<file path="src/logic/slot_seq_defs.svh">
// Constants of the slot sequencer: register offsets, field positions,
// time figures and their cycle counts at the 40 MHz reference clock.
// Notes on behaviour
// [RQ1] Output slot code 0000 leaves that enable output unassigned and never driven.
// [RQ2] Codes 0001 to 1100 place the output in slot code minus one.
// [RQ3] Codes 1101 to 1111 are reserved and treated as unassigned.
// [RQ4] Power-up fault timeout, bits 1:0: 25, 50, 100 or 200 ms.
// [RQ5] Power-down fault timeout, bits 3:2: 25, 50, 100 or 200 ms.
// [RQ6] Bits 7:4 each enable the pulldown on tracking sense inputs 1 to 4.
// [RQ7] Autoretry timeout, bits 2:0, uses the eight-step delay table.
// [RQ8] Recovery bit 3: 0 retries after the timeout, 1 latches outputs off.
// [RQ9] Slew field bits 5:4 sets ramp 800, 400, 200 or 100 V/s.
// [RQ10] Deglitch field bits 7:6 needs 2, 4, 8 or 16 conversions.
// [RQ11] Slot 0 delay from bits 2:0, slot 1 from bits 5:3, first byte.
// [RQ12] Slot 2 delay: first byte bits 7:6 low, second byte bit 0 high.
// [RQ13] Slot 3 delay from bits 3:1, slot 4 from bits 6:4, second byte.
// [RQ14] Slot 5 delay: second byte bit 7 low, third byte bits 1:0 high.
// [RQ15] Slot 6 delay from bits 4:2, slot 7 from bits 7:5, third byte.
// [RQ16] Slot 8 delay from bits 2:0, slot 9 from bits 5:3, fourth byte.
// [RQ17] Slot 10 delay: fourth byte bits 7:6 low, fifth byte bit 0 high.
// [RQ18] Slot 11 delay from fifth byte bits 3:1; bits 7:5 unused.
// [RQ19] Reverse bit set: power down slot by slot in reverse order.
// [RQ20] Reverse bit clear: all assigned outputs drop in the same cycle.
// [RQ21] Delay codes map 20 us, 12.5 to 400 ms doubling, then 1.6 s.
// [RQ22] Power-up asserts slot 0 first, then each higher slot up to 11.
// [RQ23] Reverse power-down waits each slot's delay before the next lower slot.
// [RQ24] Slot monitors must pass undervoltage within power-up timeout or fault.
// [RQ25] Fault timeout restarts at each slot start, cleared when slot passes.
`ifndef SLOT_SEQ_DEFS_SVH
`define SLOT_SEQ_DEFS_SVH

// Register offsets
`define OFS_TIMEOUT_PD   8'h4e
`define OFS_RECOVERY     8'h4f
`define OFS_DLY_FIRST    8'h50
`define OFS_DLY_SECOND   8'h51
`define OFS_DLY_THIRD    8'h52
`define OFS_DLY_FOURTH   8'h53
`define OFS_DLY_LAST     8'h54
`define OFS_SLOT_BASE    8'h5e
`define CFG_RESET        8'h00
`define DLY_LAST_MASK    8'h1f

// Field positions
`define BIT_PD_ENA_LO    4
`define BIT_RECOVERY     3
`define BIT_REVERSE      4

// Times in microseconds and derived cycle counts
`define CLK_MHZ          40
`define US2CYC(t)        ((t) * `CLK_MHZ)
`define T_20US           20
`define T_12M5_US        12500
`define T_25MS_US        25000
`define T_50MS_US        50000
`define T_100MS_US       100000
`define T_200MS_US       200000
`define T_400MS_US       400000
`define T_1S6_US         1600000
`define CNT_W            27

`endif

</file>
<file path="src/logic/seq_cfg_pkg.sv">
// Types shared by the slot sequencer modules.
// Assumes the constants header is compiled alongside.
package seq_cfg_pkg;

  typedef logic [26:0] cyc_t;
  typedef logic [3:0]  slot_code_t;

  typedef enum logic [2:0] {
    ST_OFF,
    ST_CHECK,
    ST_DELAY,
    ST_ON,
    ST_DOWN,
    ST_FAULT,
    ST_RETRY
  } seq_state_t;

endpackage

</file>
<file path="src/logic/timer_if.sv">
// Carrier between the sequencer and its cycle timer.
// Assumes both ends share ref_clk.
interface timer_if;
  logic                load;
  seq_cfg_pkg::cyc_t   cycles;
  logic                done;
  logic                busy;

  modport ctrl (output load, output cycles, input done, input busy);
  modport tmr  (input load, input cycles, output done, output busy);
endinterface

</file>
<file path="src/logic/seq_timer.sv">
// Loadable down counter; done pulses exactly cycles clocks after load.
// Assumes a load of zero cycles is never requested.
module seq_timer
(
  // Clock and reset
  input  wire logic   ref_clk,
  input  wire logic   rst,
  // Control carrier
  timer_if.tmr        t
);

  seq_cfg_pkg::cyc_t cnt_q;

  // Done in the last counted cycle
  assign t.done = (cnt_q == seq_cfg_pkg::cyc_t'(1));
  assign t.busy = (cnt_q != '0);

  // Load wins over counting
  always_ff @(posedge ref_clk)
  begin
    if (rst)
      cnt_q <= '0;
    else if (t.load)
      cnt_q <= t.cycles;
    else if (t.busy)
      cnt_q <= cnt_q - seq_cfg_pkg::cyc_t'(1);
  end

endmodule

</file>
<file path="src/logic/slot_map.sv">
// Turns per-output slot codes into a per-slot mask of enable outputs.
// Assumes codes are stable register values.
module slot_map #(
  parameter int NUM_OUT = 12
)
(
  // Slot code per output
  input  wire logic [NUM_OUT*4-1:0] codes,
  // One mask per slot 0..11, bit o set when output o sits there
  output logic [11:0][NUM_OUT-1:0]  slot_mask
);

  for (genvar o = 0; o < NUM_OUT; o++)
  begin : g_out
    wire [3:0] code  = codes[o*4 +: 4];
    // Only 1..12 assign a slot; 0 and 13..15 leave the output idle
    wire       valid = (code != 4'h0) && (code <= 4'hc);   // see [RQ1] see [RQ3]
    wire [3:0] slot  = code - 4'h1;                         // see [RQ2]
    for (genvar s = 0; s < 12; s++)
    begin : g_slot
      assign slot_mask[s][o] = valid && (slot == 4'(s));
    end
  end

endmodule

</file>
<file path="src/logic/slot_sequencer_config.sv">
// Slot power sequencer core: configuration bytes, delay decode and
// the power-up / power-down sequence of the enable outputs.
// Assumes config bytes arrive on a byte write port from storage or host,
// and that per-slot monitor results come from the voltage monitor.
`include "slot_seq_defs.svh"

module slot_sequencer_config #(
  parameter int NUM_OUT = 12,
  parameter logic [26:0] DLY_CYC [8] = '{
    27'(`US2CYC(`T_20US)),     27'(`US2CYC(`T_12M5_US)),
    27'(`US2CYC(`T_25MS_US)),  27'(`US2CYC(`T_50MS_US)),
    27'(`US2CYC(`T_100MS_US)), 27'(`US2CYC(`T_200MS_US)),
    27'(`US2CYC(`T_400MS_US)), 27'(`US2CYC(`T_1S6_US))},
  parameter logic [26:0] TMO_CYC [4] = '{
    27'(`US2CYC(`T_25MS_US)),  27'(`US2CYC(`T_50MS_US)),
    27'(`US2CYC(`T_100MS_US)), 27'(`US2CYC(`T_200MS_US))}
)
(
  // Clock and reset
  input  wire logic               ref_clk,
  input  wire logic               rst,
  // Configuration byte port
  input  wire logic [7:0]         cfg_addr,
  input  wire logic               cfg_we,
  input  wire logic [7:0]         cfg_wdata,
  output logic [7:0]              cfg_rdata,
  // Sequence control and monitor results
  input  wire logic               power_enable,
  input  wire logic [12:0]        mon_slot_ok,
  // Supply enables and tracking pulldowns
  output logic [NUM_OUT-1:0]      en_out,
  output logic [3:0]              pulldown_en,
  // Decoded settings for the tracking and monitor logic
  output logic [9:0]              slew_vps,
  output logic [4:0]              deglitch_conv,
  output logic [26:0]             pd_timeout_cyc,
  // Status
  output logic                    fault_pulse,
  output logic                    fault_latched,
  output logic                    seq_done,
  output logic [3:0]              cur_slot
);

  localparam int SLOT_BYTES = (NUM_OUT + 1) / 2;

  // Configuration registers
  logic [7:0] tmo_q;
  logic [7:0] rec_q;
  logic [7:0] dly_q [5];
  logic [7:0] slot_q [SLOT_BYTES];

  // Sequencer state
  seq_cfg_pkg::seq_state_t st_q;
  seq_cfg_pkg::seq_state_t st_d;
  logic [3:0]              slot_q_idx;
  logic [3:0]              slot_d_idx;
  logic [NUM_OUT-1:0]      en_q;
  logic [NUM_OUT-1:0]      en_d;
  logic                    fault_q;
  logic                    fault_d;
  logic                    flt_pulse_q;
  logic                    flt_pulse_d;

  timer_if tmr ();

  // Address decode
  wire [4:0] dly_hit;
  wire [SLOT_BYTES-1:0] slot_hit;
  wire hit_tmo = (cfg_addr == `OFS_TIMEOUT_PD);
  wire hit_rec = (cfg_addr == `OFS_RECOVERY);

  for (genvar i = 0; i < 5; i++)
  begin : g_dly_hit
    assign dly_hit[i] = (cfg_addr == 8'(`OFS_DLY_FIRST + i));
  end

  for (genvar i = 0; i < SLOT_BYTES; i++)
  begin : g_slot_hit
    assign slot_hit[i] = (cfg_addr == 8'(`OFS_SLOT_BASE + i));
  end

  // Config byte writes
  always_ff @(posedge ref_clk)
  begin
    if (rst)
    begin
      tmo_q <= `CFG_RESET;
      rec_q <= `CFG_RESET;
      dly_q <= '{default: `CFG_RESET};
    end
    else if (cfg_we)
    begin
      if (hit_tmo)
        tmo_q <= cfg_wdata;
      if (hit_rec)
        rec_q <= cfg_wdata;
      for (int i = 0; i < 4; i++)
        if (dly_hit[i])
          dly_q[i] <= cfg_wdata;
      // Bits 7:5 of the last delay byte are not stored
      if (dly_hit[4])
        dly_q[4] <= cfg_wdata & `DLY_LAST_MASK;   // see [RQ18]
    end
  end

  // Slot assignment bytes
  always_ff @(posedge ref_clk)
  begin
    if (rst)
      slot_q <= '{default: `CFG_RESET};
    else if (cfg_we)
      for (int i = 0; i < SLOT_BYTES; i++)
        if (slot_hit[i])
          slot_q[i] <= cfg_wdata;
  end

  // Read mux; unmapped offsets read zero
  logic [7:0] rd_mux;
  always_comb
  begin
    rd_mux = 8'h00;
    if (hit_tmo)
      rd_mux = tmo_q;
    if (hit_rec)
      rd_mux = rec_q;
    for (int i = 0; i < 5; i++)
      if (dly_hit[i])
        rd_mux = dly_q[i];
    for (int i = 0; i < SLOT_BYTES; i++)
      if (slot_hit[i])
        rd_mux = slot_q[i];
  end

  always_ff @(posedge ref_clk)
  begin
    if (rst)
      cfg_rdata <= 8'h00;
    else
      cfg_rdata <= rd_mux;
  end

  // Slot codes flattened for the mapper
  logic [NUM_OUT*4-1:0]      codes;
  logic [11:0][NUM_OUT-1:0]  slot_mask;

  for (genvar o = 0; o < NUM_OUT; o++)
  begin : g_codes
    assign codes[o*4 +: 4] = slot_q[o/2][(o%2)*4 +: 4];
  end

  slot_map #(
    .NUM_OUT   (NUM_OUT)
  ) u_map (
    .codes     (codes),
    .slot_mask (slot_mask)
  );

  // Per-slot delay codes, packed across five bytes
  wire [2:0] sd [12];
  assign sd[0]  = dly_q[0][2:0];                  // see [RQ11]
  assign sd[1]  = dly_q[0][5:3];                  // see [RQ11]
  assign sd[2]  = {dly_q[1][0], dly_q[0][7:6]};   // see [RQ12]
  assign sd[3]  = dly_q[1][3:1];                  // see [RQ13]
  assign sd[4]  = dly_q[1][6:4];                  // see [RQ13]
  assign sd[5]  = {dly_q[2][1:0], dly_q[1][7]};   // see [RQ14]
  assign sd[6]  = dly_q[2][4:2];                  // see [RQ15]
  assign sd[7]  = dly_q[2][7:5];                  // see [RQ15]
  assign sd[8]  = dly_q[3][2:0];                  // see [RQ16]
  assign sd[9]  = dly_q[3][5:3];                  // see [RQ16]
  assign sd[10] = {dly_q[4][0], dly_q[3][7:6]};   // see [RQ17]
  assign sd[11] = dly_q[4][3:1];                  // see [RQ18]

  // Delay table lookup, shared by slots and autoretry
  function automatic logic [26:0] dly_cycles(input logic [2:0] code);
    return DLY_CYC[code];   // see [RQ21]
  endfunction

  // Decoded settings
  wire        reverse   = dly_q[4][`BIT_REVERSE];
  wire        latch_off = rec_q[`BIT_RECOVERY];
  wire [26:0] pu_tmo    = TMO_CYC[tmo_q[1:0]];   // see [RQ4]
  wire [26:0] retry_cyc = dly_cycles(rec_q[2:0]);   // see [RQ7]
  wire [2:0]  cur_code  = (slot_q_idx < 4'd12) ? sd[slot_q_idx] : sd[11];
  wire [26:0] cur_dly   = dly_cycles(cur_code);
  wire [3:0]  dn_slot   = slot_q_idx - 4'd1;
  wire [26:0] dn_dly    = dly_cycles(sd[dn_slot]);

  // Settings fed out to tracking and monitor logic
  always_ff @(posedge ref_clk)
  begin
    if (rst)
    begin
      pulldown_en    <= 4'h0;
      slew_vps       <= 10'h000;
      deglitch_conv  <= 5'h00;
      pd_timeout_cyc <= '0;
    end
    else
    begin
      pulldown_en    <= tmo_q[7:`BIT_PD_ENA_LO];   // see [RQ6]
      slew_vps       <= 10'(800 >> rec_q[5:4]);    // see [RQ9]
      deglitch_conv  <= 5'(2 << rec_q[7:6]);       // see [RQ10]
      pd_timeout_cyc <= TMO_CYC[tmo_q[3:2]];       // see [RQ5]
    end
  end

  // Sequencer next state
  always_comb
  begin
    st_d        = st_q;
    slot_d_idx  = slot_q_idx;
    en_d        = en_q;
    fault_d     = fault_q;
    flt_pulse_d = 1'b0;
    tmr.load    = 1'b0;
    tmr.cycles  = cur_dly;
    unique case (st_q)
      seq_cfg_pkg::ST_OFF:
      begin
        en_d = '0;
        if (power_enable && !fault_q)
        begin
          // Slot 0 outputs come on before its own delay
          slot_d_idx = 4'd0;
          en_d       = slot_mask[0];              // see [RQ22]
          tmr.load   = 1'b1;
          tmr.cycles = dly_cycles(sd[0]);
          st_d       = seq_cfg_pkg::ST_DELAY;
        end
        if (!power_enable)
          fault_d = 1'b0;
      end
      seq_cfg_pkg::ST_CHECK:
      begin
        // Monitors of this slot must pass before the timeout ends
        if (!power_enable)
          st_d = seq_cfg_pkg::ST_ON;
        else if (mon_slot_ok[slot_q_idx])
        begin
          tmr.load   = 1'b1;                      // see [RQ25]
          tmr.cycles = cur_dly;
          st_d       = seq_cfg_pkg::ST_DELAY;
        end
        else if (tmr.done)
        begin
          en_d        = '0;                       // see [RQ24]
          flt_pulse_d = 1'b1;
          fault_d     = latch_off;
          st_d        = latch_off ? seq_cfg_pkg::ST_FAULT : seq_cfg_pkg::ST_RETRY;
          tmr.load    = !latch_off;               // see [RQ8]
          tmr.cycles  = retry_cyc;
        end
      end
      seq_cfg_pkg::ST_DELAY:
      begin
        if (!power_enable)
          st_d = seq_cfg_pkg::ST_ON;
        else if (tmr.done)
        begin
          // Slots 1..11 assert at the end of their delay
          if (slot_q_idx != 4'd0 && slot_q_idx < 4'd12)
            en_d = en_q | slot_mask[slot_q_idx];  // see [RQ22]
          if (slot_q_idx == 4'd12)
            st_d = seq_cfg_pkg::ST_ON;
          else
          begin
            slot_d_idx = slot_q_idx + 4'd1;
            tmr.load   = 1'b1;                    // see [RQ25]
            tmr.cycles = pu_tmo;
            st_d       = seq_cfg_pkg::ST_CHECK;
          end
        end
      end
      seq_cfg_pkg::ST_ON:
      begin
        if (!power_enable)
        begin
          if (reverse)
          begin
            // Drop slot 11 now, then wait its delay
            slot_d_idx = 4'd11;
            en_d       = en_q & ~slot_mask[11];   // see [RQ19]
            tmr.load   = 1'b1;
            tmr.cycles = dly_cycles(sd[11]);      // see [RQ23]
            st_d       = seq_cfg_pkg::ST_DOWN;
          end
          else
          begin
            en_d = '0;                            // see [RQ20]
            st_d = seq_cfg_pkg::ST_OFF;
          end
        end
      end
      seq_cfg_pkg::ST_DOWN:
      begin
        if (tmr.done)
        begin
          if (slot_q_idx == 4'd0)
            st_d = seq_cfg_pkg::ST_OFF;
          else
          begin
            slot_d_idx = dn_slot;
            en_d       = en_q & ~slot_mask[dn_slot];   // see [RQ19]
            tmr.load   = 1'b1;
            tmr.cycles = dn_dly;                       // see [RQ23]
          end
        end
      end
      seq_cfg_pkg::ST_FAULT:
      begin
        // Latched off until enable is withdrawn
        en_d = '0;
        if (!power_enable)
        begin
          fault_d = 1'b0;
          st_d    = seq_cfg_pkg::ST_OFF;
        end
      end
      seq_cfg_pkg::ST_RETRY:
      begin
        en_d = '0;
        if (tmr.done)
          st_d = seq_cfg_pkg::ST_OFF;             // see [RQ8]
      end
      default:
      begin
        en_d = '0;
        st_d = seq_cfg_pkg::ST_OFF;
      end
    endcase
  end

  seq_timer u_tmr (
    .ref_clk (ref_clk),
    .rst     (rst),
    .t       (tmr.tmr)
  );

  // Sequencer registers
  always_ff @(posedge ref_clk)
  begin
    if (rst)
    begin
      st_q        <= seq_cfg_pkg::ST_OFF;
      slot_q_idx  <= 4'd0;
      en_q        <= '0;
      fault_q     <= 1'b0;
      flt_pulse_q <= 1'b0;
    end
    else
    begin
      st_q        <= st_d;
      slot_q_idx  <= slot_d_idx;
      en_q        <= en_d;
      fault_q     <= fault_d;
      flt_pulse_q <= flt_pulse_d;
    end
  end

  // Status outputs
  assign en_out        = en_q;
  assign fault_pulse   = flt_pulse_q;
  assign fault_latched = fault_q;
  assign seq_done      = (st_q == seq_cfg_pkg::ST_ON);
  assign cur_slot      = slot_q_idx;

endmodule

</file>
<file path="config.mk">
export PLATFORM = sky130hd
export DESIGN_NAME = slot_sequencer_config
export DESIGN_NICKNAME = d
export VERILOG_FILES = /design/src/logic/seq_cfg_pkg.sv /design/src/logic/timer_if.sv /design/src/logic/seq_timer.sv /design/src/logic/slot_map.sv /design/src/logic/slot_sequencer_config.sv
export VERILOG_INCLUDE_DIRS = /design/src /design/src/logic
export SDC_FILE = /design/constraint.sdc
export NUM_CORES = 1
export LEC_CHECK = 0
export BUFFER_PORTS_ARGS = -buffer_cell sky130_fd_sc_hd__buf_4
export CORE_MARGIN = 2
export CORE_UTILIZATION = 25
export CTS_CLUSTER_DIAMETER = 50
export CTS_CLUSTER_SIZE = 24
export DETAILED_ROUTE_END_ITERATION = 8
export HOLD_SLACK_MARGIN = 0.03
export SLEW_MARGIN = 20
export SYNTH_ARGS = -nofsm -noshare
export SYNTH_HDL_FRONTEND = slang
export SYNTH_SLANG_ARGS = --single-unit
</file>
<file path="constraint.sdc">
create_clock -name ref_clk -period 3.6 [get_ports ref_clk]
set_clock_uncertainty 0.2 [all_clocks]
set_input_delay 0.18 -clock ref_clk [delete_from_list [all_inputs] [get_ports ref_clk]]
set_output_delay 0.18 -clock ref_clk [all_outputs]
set_load 0.005 [all_outputs]
</file>
### Word-level counts from Yosys, hierarchy flattened

Memories as Yosys holds them, arrays and structs flattened.
Cells that the tools add are included.

* bits in read-only memories: 1080
* input bits: 33
* register bits after elaboration: 203
* memories: 5
* logic and storage cells: 577
* output and inout bits: 73

* $add $sub $neg: 15
* reductions and logical operators: 210
* eq/ne operators: 171
* multiplexer cells: 110
* magnitude comparators: 24
* bitwise logic cells: 16
* shift-type cells: 2

Memories
* (name not given): depth 8, width 27, read ports 1, clocked after memory_dff 0, write ports 0, line slot_sequencer_config.sv:175 `return DLY_CYC[code];`
* (name not given): depth 8, width 27, read ports 1, clocked after memory_dff 0, write ports 0, line slot_sequencer_config.sv:175
* (name not given): depth 8, width 27, read ports 1, clocked after memory_dff 0, write ports 0, line slot_sequencer_config.sv:175
* (name not given): depth 8, width 27, read ports 1, clocked after memory_dff 0, write ports 0, line slot_sequencer_config.sv:175
* (name not given): depth 8, width 27, read ports 1, clocked after memory_dff 0, write ports 0, line slot_sequencer_config.sv:175

Operators by type and width (number)
* $mux 27: 27
* $eq 4x4->1 const B: 49
* $eq 4x3->1 const B: 48
* $logic_and 1x1->1: 158
* $mux 12: 13
* $pmux 27 s5: 1
* $bmux 27 s2: 2
* $eq 8x7->1 const B: 13
* $mux 8: 13
* $bmux 12 s4: 2
* $eq 4x2->1 const B: 24
* $pmux 12 s5: 1
* $reduce_bool 4->1: 14
* $logic_not 4->1: 13
* $sub 4x1->4 const B: 13
* $mux 3: 17
* $eq 4x1->1 const B: 12
* $le 4x4->1 const B: 12
* $mux 4: 8
* $ne 2x2->1 const B: 15
* $eq 27x1->1 const B: 1
* $reduce_bool 27->1: 1
* $sub 27x1->27 const B: 1
* $reduce_and 2->1: 13
* other kinds (37): 77

### Longest topological paths before layout

Gate-level depths: netlist (run 1).

* depth in word-level cells: 14
* gate-level depth with buffers: 16
* gate-level depth less buffers: 10

### Modules after synthesis

A second synthesis (run 1) with hierarchy kept.

* cells, all modules: 1765
* area, all modules: 15590.0 um2

By module, submodules not included
* slot_sequencer_config: area an instance 12144.1 um2, instances 1, cells an instance 1381, seq. area each 3143.0 um2
* slot_map: area an instance 1816.7 um2, instances 1, cells an instance 192, seq. area each 0.0 um2
* seq_timer: area an instance 1629.1 um2, instances 1, cells an instance 192, seq. area each 540.5 um2

### Worst setup path before layout (run 1)

Ideal clock, no wire load.

* path kind: reg2reg
* start point: register slot_q_idx[1], in the netlist cur_slot[1]
* end point: register u_tmr.cnt_q[8]
* buffers on the path: 6
* data arrival time: 3583 ps
* period minus slack after synthesis: 3874 ps
* library setup time: 91 ps
* cell stages (with the launch flop): 15
* setup slack: -274 ps
* data required time: 3309 ps
* cell sequence: dfxtp_1 buf_2 buf_2 inv_1 clkbuf_1 ha_1 buf_2 buf_1 mux4_2 mux2i_1 a2bb2oi_1 clkbuf_1 nor2_1 o311a_1 a311oi_1

* cells in the longest elaborated chain, start to end: 14
* elaborated cells on any way between the ends: 45
* those cells by class: 1 x add/sub; 1 x order compare; 1 x eq/ne; 34 x mux; 4 x bitwise; 2 x reduce/logical; 2 x memory

Ends and longest elaborated chain
* start: declaration: line slot_sequencer_config.sv:55 `logic [3:0] slot_q_idx;`
* start signal: assignment: line slot_sequencer_config.sv:353 `slot_q_idx <= slot_d_idx;`
* branches (longest 14 deep; another with $mem_v2 8x27)
* end signal: assignment: line seq_timer.sv:24 `cnt_q <= t.cycles;`
* end signal: assignment: line seq_timer.sv:26 `cnt_q <= cnt_q - seq_cfg_pkg::cyc_t'(1);`
* end: declaration: line seq_timer.sv:12 `seq_cfg_pkg::cyc_t cnt_q;`

Several ways; the timed one is not identified. The select of a mux whose other input is x is not followed.
A chain may end at the register's enable or synchronous reset.

### Final worst setup path (run 1)

* start point: register slot_q_idx[0], in the netlist cur_slot[0]
* end point: register u_tmr.cnt_q[16]

The elaborated chain is that of the path after synthesis.

==> summary.md, run 1 <==
| Metric | Value |
|---|---|
| Vias in the first global route | `around 14000` |
| Worst-Margin Slew | `roughly 1100 ps` |
| Die span in y | `around 240 um` |
| Power share of the clock group | `about a quarter` |
| Routability cong. | `between 0.9 and 1` |
| Critical Path Start Type | `register` |
| WL/cell | `around 22 um` |
| Sequential share of power | `approximately 28%` |
| Share of cells above drive strength 1 | `approximately 15%` |
| Ant. Diodes | `0` |
| Area after DPL | `between 15000 and 20000 um^2` |
| Critical path class | `register to register` |
| Port Buffer Count | `~90` |
| Initial Utilization | `between 20% and 30%` |
| Relative slew slack | `between 20% and 30%` |
| Final setup violation count | `0` |
| Residual DRC count | `0` |
| Outcome | `complete, no violations` |
| Clock Tree Root | `clkbuf_16` |
| Synth Instances | `approximately 1800` |
| Max Cap Viol | `0` |
| Setup bufs post-CTS | `0` |
| Comb pwr share | `roughly half` |
| Final hold vios | `0` |
| Antenna violations before repair | `0` |
| Post-synth EDFFs | `0` |
| Maximum clock insertion buffer count | `2` |
| ANT nets after route | `0` |
| Seq/Total Area, Yosys | `26.2%` |
| Critical Path AT | `3640 ps` |
| Worst reg-to-reg setup slack | `110 ps` |
| RSZ-0062 raised after global routing | `false` |
| Design area | `around 17000 um^2` |
| Average footprint of a synthesized cell | `about 7.6 um^2` |
| Post-route minimum period | `about 3500 ps` |
| Clock-pin transition on the worst setup and hold timing paths | `70 ps` |
| Synthesized area | `14100 um^2` |
| Core Rows | `86` |
| Largest net degree at the start of global routing | `58` |
| Share of async-settable or async-resettable flops after synthesis | `0%` |
| Yosys reg bits | `184` |
| Post-route setup TNS | `0 ps` |
| Die area | `58100 um^2` |
| DRT Pass-1 Iters | `7` |
| Fin nets | `1980` |
| Sw Ratio | `between 40% and 50%` |
| I/O pin count | `about 110` |
| Switch Pwr | `around 4.0 mW` |
| Detailed Place HPWL | `roughly 43000 um` |
| Worst endpoint required time | `3740 ps` |
| Routed vias | `between 15000 and 20000` |
| Peak VDD IR | `0.513 mV` |
| Crit. End Element | `register` |
| Clk_lat worst skew | `500 ps` |
| Grt ovf | `0` |
| Fin util | `between 20% and 30%` |
| GRT Util Overall | `20.0%` |
| CTS tree | `done` |
| Area Growth Syn to Fin | `17.6%` |
| Via-per-instance ratio | `approximately 5.7` |
| FMAX | `around 290 MHz` |
| Internal power | `between 4 and 5 mW` |
| Most common flop cell mapped by yosys | `dfxtp_1` |
| Pwr Density | `around 540 nW/um^2` |
| Inserted Clock Buffers | `17` |
| Crit Path Max Fanout | `47` |
| Most common cell after layout, fill and taps aside | `nand2_1` |
| Leakage power total | `6.24 nW` |
| Commonest cells after routing, fill and taps aside | `nand2_1 (196), buf_4 (190), dfxtp_1 (181), nor2_1 (178), a21oi_1 (137)` |
| Synth warn | `0` |
| Worst slack at placement | `-14.7 ps` |
| Starting DRT DRC Count | `roughly 1500` |
| Die W | `241 um` |
| First-pass GRT wire length | `between 80000 and 90000 um` |
| Fillcell total | `just under 6000` |
| H-tree levels | `4` |
| Slew Viols, Final | `0` |
| Yosys cell types | `roughly 90` |
| Hold Path Class | `input port to register` |
| Clock sink count | `around 180` |
| Final period utilization | `between 90% and 100%` |
| CORE AREA | `approximately 55000 um^2` |
| Routed wire length | `58800 um` |
| Worst setup margin | `105 ps` |
## layer usage
layer / global-route usage (%) / routed length [um] / share of wire, % / vias up
met2: 31.9 / 26600 / 45 / 849
met3: 3.93 / 5380 / 9.2 / 134
met4: 7.31 / 1860 / 3.2 / 0
met1: 26.7 / 24900 / 42 / 7265
li1: - / - / - / 6857
met5: 0 / 0 / 0 / -
## flip-flops by register name, summed over array words and instances, names as in the netlist
register and flops:
fault_latched 1, slew_vps 8, rec_q 8, deglitch_conv 4
pd_timeout_cyc 11, dly_q 37, u_tmr.cnt_q 27, tmo_q 8
codes 48, st_q 3, fault_pulse 1, pulldown_en 4
cur_slot 4, cfg_rdata 8, en_out 12
## worst max-delay path: stages (launching register included)
cell and delay (ps):
dfxtp_2 350, buf_12 260, mux4_2 560, nor3_1 200, a211oi_2 120, inv_1 260, ha_1 280, nand2b_1 150
a31oi_1 100, a2111oi_1 680, a211oi_1 170
## final timing paths
kind | startpoint | to | cells past startpoint
worst min register to register | tmo_q[5] | pulldown_en[1] | 1
worst max register to register | cur_slot[0] | u_tmr.cnt_q[16] | 10
worst max-delay path | cur_slot[0] | u_tmr.cnt_q[16] | 10
worst min-delay path | power_enable | u_tmr.cnt_q[21] | 4
## synth_stat cells, drive strengths merged, types with 16 or more instances
master,number,area (um^2)
nand2b,30,195
nand3,79,395
nand2,197,742
nor4,31,221
ha,47,588
nor3,62,310
clkbuf,120,450
mux4,17,383
dfxtp,184,3680
o22ai,40,250
a211oi,21,158
buf,62,342
a311oi,17,161
a31oi,36,231
xnor2,23,209
a22oi,21,158
a32oi,27,236
mux2i,104,1040
o211ai,16,130
xor2,32,280
a21oi,137,686
nor2,179,672
inv,45,169
o21ai,76,380
nor2b,35,219
## logic make-up after synthesis
group	after synthesis	share of synthesized area, %
AO/OA/AOI/OAI	491	23.7
other	1	0.0267
adder cells (fa/ha/maj)	47	4.19
AND/OR/NAND/NOR	710	24.6
buffers and inverters	229	6.89
XOR/XNOR	55	3.48
multiplexers	130	10.9
flip-flops	184	26.2
## power by group through the flow
stage	Sequential (mW)	Clock, mW	Combinational [mW]
4_1_cts	2.46	2.18	4.21
3_3_place_gp	2.49	0	4.15
2_1_floorplan	2.40	0	2.65
5_1_grt	2.49	2.25	4.59
3_5_place_dp	2.50	0	4.18
6_report	2.46	2.13	4.32
## final cells by class
type	instances	area, um^2	share of cell area, %
Clock buffer	17	425	2.58
Clock inverter	14	201	1.22
Inverter	47	176	1.07
Multi-Input combinational cell	1447	9510	57.5
Sequential cell	184	3690	22.3
Tap cell	748	936	5.67
Timing Repair Buffer	203	1590	9.60
## through the flow
stage          cells  hold WS (ps)  total power, mW
2_1_floorplan   1860           127             5.04
3_3_place_gp    2619           284             6.65
3_5_place_dp    2619           279             6.68
4_1_cts         2660          30.6             8.84
5_1_grt         2660          67.2             9.33
6_report        2660          68.4             8.91
## timing repair
item                                    CTS  global route
hold buffers                             10             0
resized for setup                         1             2
endpoints found under the setup margin    1             4
pin swaps                                 0             0
endpoints found under the hold margin   117             0
Power figures use the tool's default switching activity.
==> run 2, diff against run 1 <==
--- a/config.mk
+++ b/config.mk
@@ -8,11 +8,12 @@
 export LEC_CHECK = 0
 export BUFFER_PORTS_ARGS = -buffer_cell sky130_fd_sc_hd__buf_4
 export CORE_MARGIN = 2
-export CORE_UTILIZATION = 25
+export CORE_UTILIZATION = 50
 export CTS_CLUSTER_DIAMETER = 50
 export CTS_CLUSTER_SIZE = 24
 export DETAILED_ROUTE_END_ITERATION = 8
 export HOLD_SLACK_MARGIN = 0.03
+export PLACE_DENSITY = 0.71
 export SLEW_MARGIN = 20
 export SYNTH_ARGS = -nofsm -noshare
 export SYNTH_HDL_FRONTEND = slang
==> constraint.sdc (replaced) <==
create_clock -name ref_clk -period 3.6 [get_ports ref_clk]
set_clock_uncertainty 0.2 [all_clocks]
set_input_delay 0.18 -clock ref_clk [delete_from_list [all_inputs] [get_ports ref_clk]]
set_output_delay 0.18 -clock ref_clk [all_outputs]
set_load 0.1 [all_outputs]
==> run 2 against run 1 <==
  * Setup slack gained 95 ps
  * Largest cell class unchanged
  * Flip-flop and latch count unchanged
  * Final area shrank 3.2%
  * Non-clock buffer count fell by 8
  * First-iteration DRC count increased by 28%
  * Critical path depth did not move
  * Highest routed layer unchanged
  * Final cell count is 14% lower
  * Hold slack gained 40 ps
  * Largest power group unchanged
  * Via count down 1.2%
==> summary.md, run 2 (synthesis results as in run 1) <==
| Metric | Value |
|---|---|
| CP bufs+invs | `2 (unchanged)` |
| Hold Path Class | `input port to register` |
| Max reg flops | `48 (unchanged)` |
| Biggest cell delay along the critical path | `620 ps (-60 ps)` |
| Die span in y | `172 um (-29%)` |
| Crit. End Element | `register` |
| Starting DRT DRC Count | `1884 (+28%)` |
| GRT Util Overall | `36.2% (+16 points)` |
| I/O pin count | `106 (unchanged)` |
| Critical Path Start Type | `register` |
| Via-per-instance ratio | `6.54 (+15%)` |
| Min-Delay Path Depth | `3 (-1)` |
| Initial Utilization | `50.7% (+25 points)` |
| Crit-path slowest cell | `a2111oi_1` |
| Worst-Margin Slew | `808 ps (-247 ps)` |
| FMAX | `294 MHz (+2.8%)` |
| Slew Viols, Final | `0 (unchanged)` |
| Reg2reg start | `cur_slot[0]` |
| R2R Path End | `u_tmr.cnt_q[16]` |
| Outcome | `complete, no violations` |
| Largest net degree at the start of global routing | `121 (+110%)` |
| Most common cell after layout, fill and taps aside | `nand2_1` |
| Vias in the first global route | `13600 (-3.5%)` |
| Ant. Diodes | `0 (unchanged)` |
| Critical path class | `register to register` |
| Leakage power total | `6.20 nW (-0.66%)` |
| Inserted Clock Buffers | `17 (unchanged)` |
| CP top delay family | `compound AO/OA/AOI/OAI gates` |
| Detailed Place HPWL | `39200 um (-9.3%)` |
| Antenna violations before repair | `0 (unchanged)` |
| ANT nets after route | `0 (unchanged)` |
| Final period utilization | `94.4% (-2.7 points)` |
| Core Rows | `61 (-29%)` |
| Port Buffer Count | `91 (unchanged)` |
| Worst endpoint required time | `3720 ps (-20 ps)` |
| Clk_lat worst skew | `470 ps (-30 ps)` |
| Fillcell total | `2567 (-57%)` |
| RSZ-0062 raised after global routing | `false` |
| Maximum clock insertion buffer count | `2 (unchanged)` |
| Residual DRC count | `0 (unchanged)` |
| Relative slew slack | `45.4% (+16 points)` |
| Area Growth Syn to Fin | `13.8%` |
| Post-route minimum period | `3400 ps (-95.4 ps)` |
| DRT Pass-1 Iters | `8 (+1)` |
| Crit Path Max Fanout | `64 (+36%)` |
| Die area | `29500 um^2 (-49%)` |
| Pwr Density | `545 nW/um^2 (+1.1%)` |
| Die W | `172 um (-29%)` |
| Routed wire length | `54000 um (-8.3%)` |
| Worst reg-to-reg setup slack | `200 ps (+100 ps)` |
| Share of cells above drive strength 1 | `14.6% (-0.26 points)` |
| Clock-pin transition on the worst setup and hold timing paths | `80 ps (about the same)` |
| Final hold vios | `0 (unchanged)` |
| Clock sink count | `184 (unchanged)` |
| Routability cong. | `1.05 (+8.9%)` |
| Routed vias | `14900 (-1.2%)` |
| Area after DPL | `15300 um^2 (-3.3%)` |
| Final setup violation count | `0 (unchanged)` |
| Max Cap Viol | `0 (unchanged)` |
| Grt ovf | `0 (unchanged)` |
| Critical-path cell list | `buf_12 > mux4_2 > nor3_1 > a211oi_2 > inv_1 > ha_1 > nand2b_1 > a31oi_1 > a2111oi_1 > a211oi_1` |
| Clock Tree Root | `clkbuf_16` |
| Post-route setup TNS | `0 ps (unchanged)` |
| WL/cell | `23.6 um (+6.9%)` |
| Critical Path AT | `3520 ps (-120 ps)` |
| Reg2reg path depth | `10 (unchanged)` |
| Setup bufs post-CTS | `0 (unchanged)` |
| H-tree levels | `4 (unchanged)` |
| Hold wc startpoint | `cfg_addr[0]` |
| Peak VDD IR | `0.378 mV (-26%)` |
| CTS tree | `done` |
| First-pass GRT wire length | `81000 um (-8.2%)` |
| Hold EP | `cfg_rdata[1]` |
| Commonest cells after routing, fill and taps aside | `nand2_1 (196), dfxtp_1 (180), buf_4 (180), nor2_1 (178), a21oi_1 (137)` |
| Design area | `16000 um^2 (-3.2%)` |
| CORE AREA | `27700 um^2 (-50%)` |
| Fin nets | `1972 (-0.40%)` |
-- run 2: cell count changes in the layout (fill, tap and decap cells not counted), sizes merged --
cell / previous run / this run
inv: 53 / 50
dlygate4sd3: 10 / 12
bufinv: 3 / 1
clkinv: 3 / 9
clkinvlp: 2 / 1
clkbuf: 17 / 18
buf: 193 / 183
-- run 2: area by class of cell --
type	count	area [um^2]	share of cell area, %
Inverter	47	176	1.10
Tap cell	378	473	2.96
Clock buffer	18	439	2.75
Sequential cell	184	3690	23.1
Timing Repair Buffer	195	1530	9.58
Multi-Input combinational cell	1447	9500	59.4
Clock inverter	14	181	1.13
-- run 2: through the flow --
stage	utilization [%]	setup slack [ps]	cells	hold slack [ps]	power (mW)
2_1_floorplan	-	4.41	1860	127	5.27
3_3_place_gp	55.0	136	2239	281	6.61
3_5_place_dp	55.0	186	2239	281	6.64
4_1_cts	57.7	168	2283	77.8	8.62
5_1_grt	57.7	41.3	2283	114	9.14
6_report	57.7	201	2283	108	8.72
-- run 2: how the worst max path moves through the flow --
stage	from	to	slack [ps]	cells after the start
6_report	cur_slot[0]	u_tmr.cnt_q[16]	200	10
5_1_grt	u_tmr.cnt_q[4]	u_tmr.cnt_q[16]	40	9
4_1_cts	cur_slot[2]	u_tmr.cnt_q[16]	170	12
3_5_place_dp	cur_slot[2]	u_tmr.cnt_q[16]	190	12
3_3_place_gp	cur_slot[2]	u_tmr.cnt_q[16]	140	12
2_1_floorplan	cur_slot[0]	u_tmr.cnt_q[9]	4	14
-- run 2: report_power, final --
part	total [mW]	switching, mW	internal [mW]
sequential	2.45	0.237	2.21
clock	1.98	0.962	1.02
combinational	4.29	2.80	1.49
-- run 2: what timing repair did --
action / in CTS / in global routing
endpoints found under the hold margin: 112 / 0
resized for setup: 0 / 2
hold buffers: 12 / 0
endpoints found under the setup margin: 0 / 2
-- run 2: per-layer routing --
| layer | GRT usage, % | share of wire [%] |
|---|---|---|
| met1 | 50.3 | 43 |
| met2 | 54.1 | 43 |
| met3 | 9.73 | 11 |
| met4 | 12.3 | 2.9 |
| met5 | 0 | 0 |
-- run 2: tightest hold or removal path, stage by stage --
cell and delay [ps]:
buf_4 250, nand3_1 120, and3_1 160
==> run 3, diff against run 2 <==
--- a/config.mk
+++ b/config.mk
@@ -14,7 +14,9 @@
 export DETAILED_ROUTE_END_ITERATION = 8
 export HOLD_SLACK_MARGIN = 0.03
 export PLACE_DENSITY = 0.71
+export RECOVER_POWER = 50
 export SLEW_MARGIN = 20
 export SYNTH_ARGS = -nofsm -noshare
 export SYNTH_HDL_FRONTEND = slang
 export SYNTH_SLANG_ARGS = --single-unit
+export TNS_END_PERCENT = 1
==> run 3 against run 2 <==
  * The run now ends with max-capacitance violations, max-slew violations left
  * Final area decreased by 1.2%
  * Setup slack got worse by 72 ps
  * Flip-flop and latch count unchanged
  * Sequential share of layout area increased by 0.28 points
  * Clock-buffer cell count unchanged
  * Register-to-register slack got worse by 70 ps
  * Via count increased by 0.52%
  * Maximum frequency decreased by 2.1%
  * Critical path depth unchanged
  * Non-clock buffer count increased by 5
  * Combinational power increased by 3%
==> summary.md, run 3 (synthesis results as in run 1) <==
| Metric | Value |
|---|---|
| Final setup violation count | `0 (unchanged)` |
| Routed vias | `15000 (+0.52%)` |
| Initial Utilization | `50.7% (unchanged)` |
| Vias in the first global route | `13500 (-0.51%)` |
| Failing checks | `max-capacitance violations, max-slew violations` |
| Critical path class | `register to register` |
| Grt ovf | `0 (unchanged)` |
| Post-route setup TNS | `0 ps (unchanged)` |
| Placed cells | `2245 (+0.27%)` |
| WL met2 | `23300 um (+0.40%)` |
| Outcome | `finished, violations left` |
| Max Cap Viol | `1 (+1)` |
| Reg2reg path depth | `10 (unchanged)` |
| Post-route minimum period | `3470 ps (+72.0 ps)` |
| Worst-Margin Slew | `2010 ps (+1200 ps)` |
| Critical Path Start Type | `register` |
| Clock-pin transition on the worst setup and hold timing paths | `90 ps (about the same)` |
| CP bufs+invs | `3 (+1)` |
| FMAX | `288 MHz (-2.1%)` |
| Finished Layout Cells | `2288 (+0.22%)` |
| Hold Worst Slack | `120 ps (+12.1 ps)` |
| Share of cells above drive strength 1 | `11.6% (-3.0 points)` |
| Port Buffer Count | `91 (unchanged)` |
| Inserted Clock Buffers | `17 (unchanged)` |
| Starting DRT DRC Count | `2253 (+20%)` |
| Detailed Place HPWL | `39500 um (+0.80%)` |
| Most common cell after layout, fill and taps aside | `nand2_1` |
| Biggest cell delay along the critical path | `560 ps (-60 ps)` |
| Routed wire length | `54300 um (+0.61%)` |
| Clock sink count | `184 (unchanged)` |
| Crit. path cell count | `10 (unchanged)` |
| Max Used Layer | `met4` |
| Die area | `29500 um^2 (unchanged)` |
| Area after DPL | `15300 um^2 (+0.23%)` |
| Final hold vios | `0 (unchanged)` |
| DRT Pass-1 Iters | `7 (-1)` |
| Pwr Density | `565 nW/um^2 (+3.7%)` |
| Final period utilization | `96.4% (+2.0 points)` |
| Antenna violations before repair | `1 (+1)` |
| Clk_lat worst skew | `450 ps (-20 ps)` |
| Setup bufs post-CTS | `0 (unchanged)` |
| I/O pin count | `106 (unchanged)` |
| Crit-path slowest cell | `dfxtp_2` |
| Crit Path Max Fanout | `18 (-72%)` |
| Fin nets | `1977 (+0.25%)` |
| Crit. End Element | `register` |
| First-pass GRT wire length | `81800 um (+1.1%)` |
| GRT Util Overall | `36.4% (+0.15 points)` |
| Metal-1 WL | `23000 um (-1.3%)` |
| H-tree levels | `4 (unchanged)` |
| Fin util | `57.0% (-0.68 points)` |
| Peak VDD IR | `0.347 mV (-8.1%)` |
| Design area | `15800 um^2 (-1.2%)` |
| Commonest cells after routing, fill and taps aside | `nand2_1 (196), dfxtp_1 (180), nor2_1 (177), a21oi_1 (137), buf_4 (125)` |
| Worst endpoint required time | `3710 ps (about the same)` |
| Via-per-instance ratio | `6.56 (+0.30%)` |
| Maximum clock insertion buffer count | `2 (unchanged)` |
| Critical-path cell list | `buf_4 > inv_1 > o22ai_1 > o22ai_1 > buf_4 > ha_1 > mux2i_1 > a211oi_1 > nor3_1 > a221oi_1` |
| Relative slew slack | `-33.8% (-79 points)` |
| Slew Viols, Final | `49 (+49)` |
| Max reg flops | `48 (unchanged)` |
| Fillcell total | `2600 (+1.3%)` |
| Area Growth Syn to Fin | `12.5%` |
| Routability cong. | `0.991 (-5.9%)` |
| Ant. Diodes | `0 (unchanged)` |
| ANT nets after route | `0 (unchanged)` |
| CORE AREA | `27700 um^2 (unchanged)` |
| Critical Path AT | `3580 ps (+60 ps)` |
| Leakage power total | `5.97 nW (-3.8%)` |
| Clock Tree Root | `clkbuf_16` |
| CP top delay family | `buffers and inverters` |
| CTS tree | `done` |
| RSZ-0062 raised after global routing | `false` |
| Met3 WL | `6220 um (+6.1%)` |
| Die W | `172 um (unchanged)` |
| Core Rows | `61 (unchanged)` |
| Min-Delay Path Depth | `3 (unchanged)` |
| Residual DRC count | `0 (unchanged)` |
| Largest net degree at the start of global routing | `68 (-44%)` |
| Hold Path Class | `input port to register` |
| Die span in y | `172 um (unchanged)` |
| WL/cell | `23.7 um (+0.39%)` |
[run 3: cell count changes in the layout (fill, tap and decap cells not counted), moves of 3 or more]
cell      change
and2_1        -3
and2_0        +3
clkbuf_1     +62
buf_4        -55
inv_12        +3
[run 3: repair_timing]
action / in CTS / in global routing
endpoints found under the setup margin: 0 / 1
endpoints found under the hold margin: 103 / 0
resized for setup: 0 / 1
hold buffers: 11 / 0
[run 3: path summary, 6_finish.rpt]
check | startpoint | to | slack [ps]
worst max-delay path | cur_slot[2] | u_tmr.cnt_q[10] | 130
worst min-delay path | cfg_addr[0] | cfg_rdata[4] | 120
worst max register to register | cur_slot[2] | u_tmr.cnt_q[10] | 130
worst min register to register | tmo_q[7] | pulldown_en[3] | 300
[run 3: area by class of cell]
class	count	area (um^2)	share of cell area (%)
well taps	378	473	2.99
flip-flops and latches	184	3690	23.4
repair buffers	200	1320	8.36
clock buffers	18	439	2.78
clock inverters	14	195	1.23
multi-input cells	1447	9510	60.1
inverters	47	176	1.12
[run 3: per-stage QoR]
step / power, mW / worst slack [ps]
global route: 9.28 / 34.8
global placement: 6.75 / 292
CTS: 8.82 / 219
floorplan: 5.26 / -21.1
detailed placement: 6.77 / 203
finish: 8.93 / 129
[run 3: tightest hold or removal path: cells and delay by family]
kind	cells	cell delay [ps]
buffers and inverters	1	260
AND/OR/NAND/NOR	1	150
AO/OA/AOI/OAI	1	140
[run 3: report_power, final]
part | switching, mW | internal (mW) | total (mW) | leakage, nW
sequential | 0.246 | 2.21 | 2.46 | 1.49
clock | 1.09 | 0.984 | 2.08 | 0.305
combinational | 2.87 | 1.54 | 4.40 | 4.17
total | 4.21 | 4.73 | 8.93 | 5.97
[run 3: metal layers]
layer / track usage, % / vias to the layer above
li1: - / 6848
met1: 52.0 / 7075
met2: 54.0 / 939
met3: 7.57 / 142
met4: 12.4 / 0
met5: 0 / -
